[src/design/link_cap_pkg.sv]
// Package: offsets, field layout and reset values of the link capabilities register
package link_cap_pkg;
    localparam logic [11:0] LINK_CAP_OFFSET = 12'h04c;
    localparam logic [11:0] SW_CTRL_OFFSET = 12'h100;
    localparam logic [11:0] LINK_CTRL_OFFSET = 12'h050;
    // Field positions
    localparam int SPEED_LSB = 0;
    localparam int SPEED_MSB = 3;
    localparam int WIDTH_LSB = 4;
    localparam int WIDTH_MSB = 9;
    localparam int PSS_LSB = 10;
    localparam int PSS_MSB = 11;
    localparam int SHALLOW_LSB = 12;
    localparam int SHALLOW_MSB = 14;
    localparam int DEEP_LSB = 15;
    localparam int DEEP_MSB = 17;
    localparam int REFCLK_BIT = 18;
    localparam int SDOWN_BIT = 19;
    localparam int LACT_BIT = 20;
    localparam int PORT_LSB = 24;
    localparam int PORT_MSB = 31;
    localparam int COMMON_REFCLK_CONFIG_BIT = 6;
    localparam int UNLOCK_BIT = 0;
    // Reset and fixed values
    localparam logic [3:0] SPEED_RESET = 4'h1;
    localparam logic [1:0] PSS_FIXED = 2'h3;
    localparam logic [2:0] SHALLOW_SEPARATE = 3'h5;
    localparam logic [2:0] SHALLOW_COMMON = 3'h3;
    localparam logic [2:0] DEEP_RESET = 3'h2;
    localparam logic REFCLK_RESET = 1'h0;
    localparam logic [5:0] WIDTH_X1 = 6'h01;
    localparam logic [5:0] WIDTH_X2 = 6'h02;
endpackage : link_cap_pkg

[src/design/switch_port_link_capabilities.sv]
// Link capabilities register bank of one switch port, APB slave
//
// Implementation choice: the APB slave port.
`timescale 1ns/100ps

// Function
// - Speed field reads fixed code 1
// - Width field resets to port lane width
// - Upstream port may overwrite width narrower
// - Reserved width code runs link single-lane
// - Power-state support fixed at 3, unwritable
// - Separate clocks: shallow latency reads 5
// - Common clock: shallow latency reads 3
// - Clock choice follows common clock bit
// - Deep exit latency resets to 2
// - Refclk removal bit resets to 0
// - Surprise-down bit: downstream 1, upstream 0
// - Link-active bit: downstream 1, upstream 0
// - Port number field returns port index
module switch_port_link_capabilities #(
    parameter logic [7:0] PORT_INDEX = 8'h00,
    parameter bit IS_UPSTREAM = 1'b1,
    parameter logic [5:0] LANE_WIDTH = 6'h02
) (
    // Clock and reset
    input wire logic clk,
    input wire logic rst_b,
    // APB slave
    input wire logic psel,
    input wire logic penable,
    input wire logic pwrite,
    input wire logic [11:0] paddr,
    input wire logic [31:0] pwdata,
    output logic [31:0] prdata,
    output logic pready,
    output logic pslverr,
    // Link control neighbour
    input wire logic commonRefclkConfig,
    // To the link logic
    output logic [5:0] trainWidth
);
    import link_cap_pkg::*;

    // ************************************************************
    // Register state
    // ************************************************************
    logic [5:0] maxWidth_reg;
    logic [2:0] deepLat_reg;
    logic refclkCap_reg;
    logic sdownCap_reg;
    logic lactCap_reg;
    logic unlock_reg;
    logic [2:0] shallowLat;
    logic [31:0] capWord;
    logic wrStrobe;
    logic capWrite;

    function automatic logic widthValid(input logic [5:0] w);
        return (w == WIDTH_X1) || (w == WIDTH_X2);
    endfunction : widthValid

    assign wrStrobe = psel && penable && pwrite;
    assign pready = 1'b1;
    assign capWrite = wrStrobe && paddr == LINK_CAP_OFFSET;

    // Only the upstream end may narrow; downstream keeps its native width
    always_ff @(posedge clk) begin
        if (!rst_b) begin
            maxWidth_reg <= LANE_WIDTH;
        end else if (wrStrobe && paddr == LINK_CAP_OFFSET && unlock_reg && IS_UPSTREAM) begin
            maxWidth_reg <= pwdata[WIDTH_MSB:WIDTH_LSB];
        end
    end

    // Deep exit latency, lockable
    always_ff @(posedge clk) begin
        if (!rst_b) begin
            deepLat_reg <= DEEP_RESET;
        end else if (capWrite && unlock_reg) begin
            deepLat_reg <= pwdata[DEEP_MSB:DEEP_LSB];
        end
    end

    // Reference clock removal capability, lockable
    always_ff @(posedge clk) begin
        if (!rst_b) begin
            refclkCap_reg <= REFCLK_RESET;
        end else if (capWrite && unlock_reg) begin
            refclkCap_reg <= pwdata[REFCLK_BIT];
        end
    end

    // Upstream must keep this at zero whatever software writes
    always_ff @(posedge clk) begin
        if (!rst_b) begin
            sdownCap_reg <= !IS_UPSTREAM;
        end else if (capWrite && unlock_reg) begin
            sdownCap_reg <= pwdata[SDOWN_BIT] && !IS_UPSTREAM;
        end
    end

    // Upstream must keep this at zero whatever software writes
    always_ff @(posedge clk) begin
        if (!rst_b) begin
            lactCap_reg <= !IS_UPSTREAM;
        end else if (capWrite && unlock_reg) begin
            lactCap_reg <= pwdata[LACT_BIT] && !IS_UPSTREAM;
        end
    end

    always_ff @(posedge clk) begin
        if (!rst_b) begin
            unlock_reg <= 1'b0;
        end else if (wrStrobe && paddr == SW_CTRL_OFFSET) begin
            unlock_reg <= pwdata[UNLOCK_BIT];
        end
    end

    // ************************************************************
    // Read side
    // ************************************************************
    assign shallowLat = commonRefclkConfig ? SHALLOW_COMMON : SHALLOW_SEPARATE;

    // Registered so the link sees a clean width; it lags a write by one cycle
    always_ff @(posedge clk) begin
        if (!rst_b) begin
            trainWidth <= widthValid(LANE_WIDTH) ? LANE_WIDTH : WIDTH_X1;
        end else begin
            trainWidth <= widthValid(maxWidth_reg) ? maxWidth_reg : WIDTH_X1;
        end
    end

    always_comb begin
        capWord = 32'h0;
        capWord[SPEED_MSB:SPEED_LSB] = SPEED_RESET;
        capWord[WIDTH_MSB:WIDTH_LSB] = maxWidth_reg;
        capWord[PSS_MSB:PSS_LSB] = PSS_FIXED;
        capWord[SHALLOW_MSB:SHALLOW_LSB] = shallowLat;
        capWord[DEEP_MSB:DEEP_LSB] = deepLat_reg;
        capWord[REFCLK_BIT] = refclkCap_reg;
        capWord[SDOWN_BIT] = sdownCap_reg;
        capWord[LACT_BIT] = lactCap_reg;
        capWord[PORT_MSB:PORT_LSB] = PORT_INDEX;
    end

    // Read data registered at setup so it is stable in the access phase
    always_ff @(posedge clk) begin
        if (!rst_b) begin
            prdata <= 32'h0;
            pslverr <= 1'b0;
        end else if (psel && !penable) begin
            pslverr <= 1'b0;
            unique case (paddr)
                LINK_CAP_OFFSET: prdata <= capWord;
                SW_CTRL_OFFSET: prdata <= {31'h0, unlock_reg};
                default: begin
                    prdata <= 32'h0;
                    pslverr <= 1'b1;
                end
            endcase
        end
    end
endmodule : switch_port_link_capabilities

[config.mk]
export PLATFORM = sky130hd
export DESIGN_NAME = switch_port_link_capabilities
export DESIGN_NICKNAME = d
export VERILOG_FILES = /design/src/design/link_cap_pkg.sv /design/src/design/switch_port_link_capabilities.sv
export SDC_FILE = /design/constraint.sdc
export NUM_CORES = 1
export LEC_CHECK = 0
export BUFFER_PORTS_ARGS = -buffer_cell sky130_fd_sc_hd__buf_2
export CAP_MARGIN = 25
export CORE_ASPECT_RATIO = 1.25
export CORE_UTILIZATION = 44
export DETAILED_ROUTE_END_ITERATION = 6
export MAX_ROUTING_LAYER = met4
export PLACE_DENSITY = 0.83
export SLEW_MARGIN = 20
export SYNTH_ARGS = -nofsm -noshare
export SYNTH_HDL_FRONTEND = slang
export SYNTH_SLANG_ARGS = --single-unit
[constraint.sdc]
create_clock -name clk -period 3.17 [get_ports clk]
set_input_delay 0.4755 -clock clk [delete_from_list [all_inputs] [get_ports clk]]
set_output_delay 0.4755 -clock clk [all_outputs]
set_load 0.02 [all_outputs]
Word-level counts from Yosys, hierarchy flattened

Cells that the tools add are included.

Bits in writable memories: 0
Word-level logic and storage cells: 26
Latch bits: 0
Memories kept: 0
Bits in read-only memories: 0
Bits of input ports: 50
Flip-flop bits (word level): 50
Output and inout port bits: 40

Equal/unequal tests: 4
Multiplexer cells: 4
$lt $le $gt $ge: 0
Reductions and logical operators: 10
Bitwise logic cells: 0
Shift operators: 0
Add/sub/neg operators: 0
$mul: 0
Divide/modulo/power cells: 0

Operators with widths:

| kind                                           | count |
|---|---|
| one-hot mux 19 bit (2 select lines)            | 1 |
| == test 12 x 7 -> 1 bit, second input constant | 1 |
| == test 12 x 9 -> 1 bit, second input constant | 1 |
| == test 6 x 1 -> 1 bit, second input constant  | 1 |
| == test 6 x 2 -> 1 bit, second input constant  | 1 |
| logical AND 1 bit                              | 6 |
| 2-to-1 mux 3 bit                               | 1 |
| 2-to-1 mux 2 bit                               | 1 |
| AND reduction 2 bit                            | 1 |
| OR reduction 2 bit                             | 1 |
| zero test 1 bit                                | 1 |
| logical OR 1 bit                               | 1 |
| 2-to-1 mux 1 bit                               | 1 |

Depth between registers and ports, before layout

Depth after elaboration: 4
Gate-level depth with buffers: 4
Gate-level depth less buffers: 3

Worst setup path after synthesis

Ideal clock, no wire load.

Kind: input -> register
From: input port paddr[7]
To: register deepLat_reg[0]
Stages: 4
Arrival: 1.690 ns
Slack: 1.408 ns
Buffers on the path: 1
Data required time: 3.098 ns
Cells stage by stage: or4_4 nor4_2 buf_6 mux2i_1

Word-level cells in the longest chain between the ends: 3

RTL lines:

| item                    | line                                | source |
|---|---|---|
| from (decl)             | switch_port_link_capabilities.sv:32 | `input wire logic [11:0] paddr,` |
| == test 12 x 7 -> 1 bit | switch_port_link_capabilities.sv:64 | `assign capWrite = wrStrobe && paddr == LINK_CAP_OFFSET;` |
| logical AND 1 bit       | switch_port_link_capabilities.sv:64 |  |
| logical AND 1 bit       | --                                  |  |
| to (signal assigned)    | switch_port_link_capabilities.sv:80 | `deepLat_reg <= pwdata[DEEP_MSB:DEEP_LSB];` |
| to (decl)               | switch_port_link_capabilities.sv:48 | `logic [2:0] deepLat_reg;` |

No other way between the ends.
A chain may end at the register's enable or synchronous reset.

Worst setup path in the final report

From: input port paddr[7]
To: register prdata[7]

Word-level cells in the longest chain between the ends: 2
Elaborated cells between the ends (all ways): 3
Those cells by class: eq/ne (2); mux (1)

RTL lines:

| item                                                               | line                                 | source |
|---|---|---|
| == test 12 x 9 -> 1 bit or == test 12 x 7 -> 1 bit (tied branches) | switch_port_link_capabilities.sv:153 | `unique case (paddr)` |
| one-hot mux 19 bit (2 select lines) (*)                            | switch_port_link_capabilities.sv:153 |  |
| to (signal assigned)                                               | switch_port_link_capabilities.sv:154 | `LINK_CAP_OFFSET: prdata <= capWord;` |
| to (signal assigned)                                               | switch_port_link_capabilities.sv:155 | `SW_CTRL_OFFSET: prdata <= {31'h0, unlock_reg};` |
| to (decl)                                                          | switch_port_link_capabilities.sv:34  | `output logic [31:0] prdata,` |

Every way passes the cells marked *; elsewhere a longest branch is shown, timed or not.

==> impl_metrics.csv <==
group,metric,value,unit
outcome,status,"complete, no violations",
timing,hold_violations,0,
global_route,first_global_vias,969,
logic_synthesis,post-synth-top-count-cell,"dfxtp_1",
clocking,cts.repair.resized,0,
logic_synthesis,synth_area_leader_cell,"dfxtp_1",
timing,worst_pin_slew,0.6816,ns
flow_run,drv_cap,0,
setup_path,endpoint,"prdata[7]",
clocking,hold_buffers,0,
setup_path,end_kind,"flip-flop",
logic_synthesis,ys_ff_latch,32,
pwr,leakage,0.7895,nW
drt,drc_errors,0,
drt,vias,1067,
floorplan,dieArea,0.003348,sq mm
placement,gp_congestion,0.6969,
clocking,cts_setup_buffers,0,
timing,rsz0062_at_grt,"false",
timing,max_slew_margin,0.5422,
logic_synthesis,ys.flop_type,"dfxtp_1",
finish,finalNetCount,236,
floorplan,fp-row-count,22,
setup_path,startpoint,"paddr[7]",
global_route,grt_first_pass_wirelength,3.988,mm
logic_synthesis,synth-seq-area-share,0.4667,
setup_path,r2r_end,"maxWidth_reg[2]",
logic_synthesis,synthTopCellsByArea,"dfxtp_1 47%, buf_4 10%, mux2i_1 8.0%",
min_path,min_path_type,"in -> reg",
logic_synthesis,syn_inst,133,
finish,antenna_cells,0,
clocking,h-tree-depth,2,
logic_synthesis,async_flop_share,0,
clocking,root_buffer,"clkbuf_4",
finish,area_delta_synth_final,21.42,%
clocking,cts_buffers,5,
finish,largest_reg_flops,14,
pwr,cellPowerDensity,488.3,mW/mm^2
timing,clock_skew,0.01026,ns
floorplan,die_y,64.45,um
placement,dp_hpwl,1.823,mm
timing,period_share,0.5707,
drt,firstDrtPassIters,4,
placement,port_buffers,51,
timing,clock.fmax,0.5527,GHz
global_route,grt_max_degree,30,
drt,via_per_inst,4.785,
pwr,switchingPower,177.3,uW
setup_path,ff2ff_path_depth,4,
drt,drtIter0Drc,21,
floorplan,design.core.area,0.002945,sq mm
finish,drive_above_1_share,0.3957,
timing,final.min_clock_period,1.809,ns
finish,final_core_util,0.5658,
pwr,pwr-share-clk,0.417,
global_route,grt.total_usage,0.1705,
setup_path,r2r-start,"unlock_reg",
setup_path,worst-setup-path-type,"in -> reg",
floorplan,die_w,51.96,um
logic_synthesis,synth_commonest_cells,"32 x dfxtp_1, 20 x nand2_1, 19 x buf_4",
logic_synthesis,syn_area,0.001373,sq mm
clocking,clock_path_buffers,2,
logic_synthesis,ys.warnings.count,0,
drt,wl_per_cell,11.06,um
setup_path,start_kind,"primary input",
floorplan,start_util,0.4660,
pwr,swShare,0.2178,
global_route,antenna_found_initial,0,
finish,nFillCells,302,
timing,drv_slew,0,
pwr,power_frac_comb,0.084,
clocking,clk-insertion-delay-late,0.32,ns
pwr,internal-power,636.6,uW
logic_synthesis,synth_enable_flop_cells,0,
logic_synthesis,synth_area_per_cell,10.32,sq um
setup_path,cp.arrival,2.07,ns
floorplan,ioPinCount,90,
logic_synthesis,synth.top_cell.area_share,0.4667,
setup_path,crit_required,3.44,ns
clocking,clock_sinks,32,
logic_synthesis,ys_types,29,
pwr,pwr-share-seq,0.499,
global_route,grt_overflow,0,
clocking,clk_pin_slew_worst_paths,0.10,ns
timing,final.setup.tns,0,ns
clocking,cts_tree,"yes",
setup_path,critPathMaxFanout,12,
drt,ant_nets,0,
drt,totalWireLength,2.467,mm
timing,setup_violations,0,
pwr,max-vdd-ir-drop,0.0002804,V
setup_path,r2r_slack,2.01,ns
[routing by layer]
layer / vias to the layer above / GRT usage / share of wire / wire length (um)
met5: - / - / 0 / 0
met4: 0 / 0.1014 / 0.013 / 31
met3: 2 / 0.06338 / 0.080 / 197
met2: 54 / 0.2692 / 0.50 / 1225
met1: 475 / 0.1771 / 0.41 / 1013
li1: 536 / - / - / -
[how the worst min path moves through the flow]
| stage | endpoint | start | slack (ns) | depth (start not counted) |
|---|---|---|---|---|
| finish | prdata[13] | commonRefclkConfig | 0.39 | 2 |
| global route | deepLat_reg[2] | pwdata[17] | 0.37 | 3 |
| CTS | prdata[13] | commonRefclkConfig | 0.36 | 2 |
| detailed placement | deepLat_reg[0] | deepLat_reg[0] | 0.45 | 2 |
| global placement | deepLat_reg[0] | deepLat_reg[0] | 0.44 | 2 |
| floorplan | deepLat_reg[2] | deepLat_reg[2] | 0.43 | 2 |
[metrics by stage]
stage	hold slack [ns]	area [sq um]	total power, mW	cells	setup slack (ns)
6_report	0.3853	1667	0.8139	223	1.361
5_1_grt	0.3712	1667	0.8515	223	1.315
4_1_cts	0.3624	1667	0.8259	223	1.386
3_5_place_dp	0.4514	1572	0.4836	215	1.037
3_3_place_gp	0.4415	1572	0.4829	215	1.017
2_1_floorplan	0.4349	1444	0.4732	152	1.408
[cell families after synthesis]
| kind of cell | Yosys count | synth area share |
|---|---|---|
| compound gates | 17 | 0.1149 |
| buf+inv | 26 | 0.1340 |
| flops | 32 | 0.4667 |
| mux | 11 | 0.08022 |
| other cells | 2 | 0.005472 |
| simple gates | 45 | 0.1987 |
[area by class of cell]
type,instances,area [sq um],area share
Tap cell,36,45.04,0.02703
Inverter,1,3.754,0.002252
Sequential cell,32,640.6,0.3844
Clock inverter,1,30.03,0.01802
Timing Repair Buffer,52,262.8,0.1577
Clock buffer,7,65.06,0.03904
Multi-Input combinational cell,94,619.3,0.3716
[layout by cell type (no fill, tap or decap), types with 2 or more instances in the layout]
cell type	netlist	routed
a22o_1	2	2
a22o_2	10	10
and2_1	2	2
buf_2	0	51
clkbuf_4	0	5
clkbuf_8	0	2
conb_1	2	21
dfxtp_1	32	32
mux2i_1	11	11
nand2_1	20	20
nand3b_1	2	2
nand4_1	3	3
nor2b_1	5	5
nor4_1	3	3
or4_4	2	2
[critical path, cell delays in order]
cell and delay [ns]:
buf_2 0.11, or4_4 0.57, nor4_4 0.67, a22o_2 0.26
[power by group through the flow]
stage | Combinational, mW | Sequential (mW) | Clock, mW
2_1_floorplan | 0.0529 | 0.420 | 0
3_3_place_gp | 0.0674 | 0.415 | 0
3_5_place_dp | 0.0681 | 0.416 | 0
4_1_cts | 0.0682 | 0.406 | 0.351
5_1_grt | 0.0745 | 0.407 | 0.370
6_report | 0.0681 | 0.406 | 0.340
(Power assumes the default switching activity.)
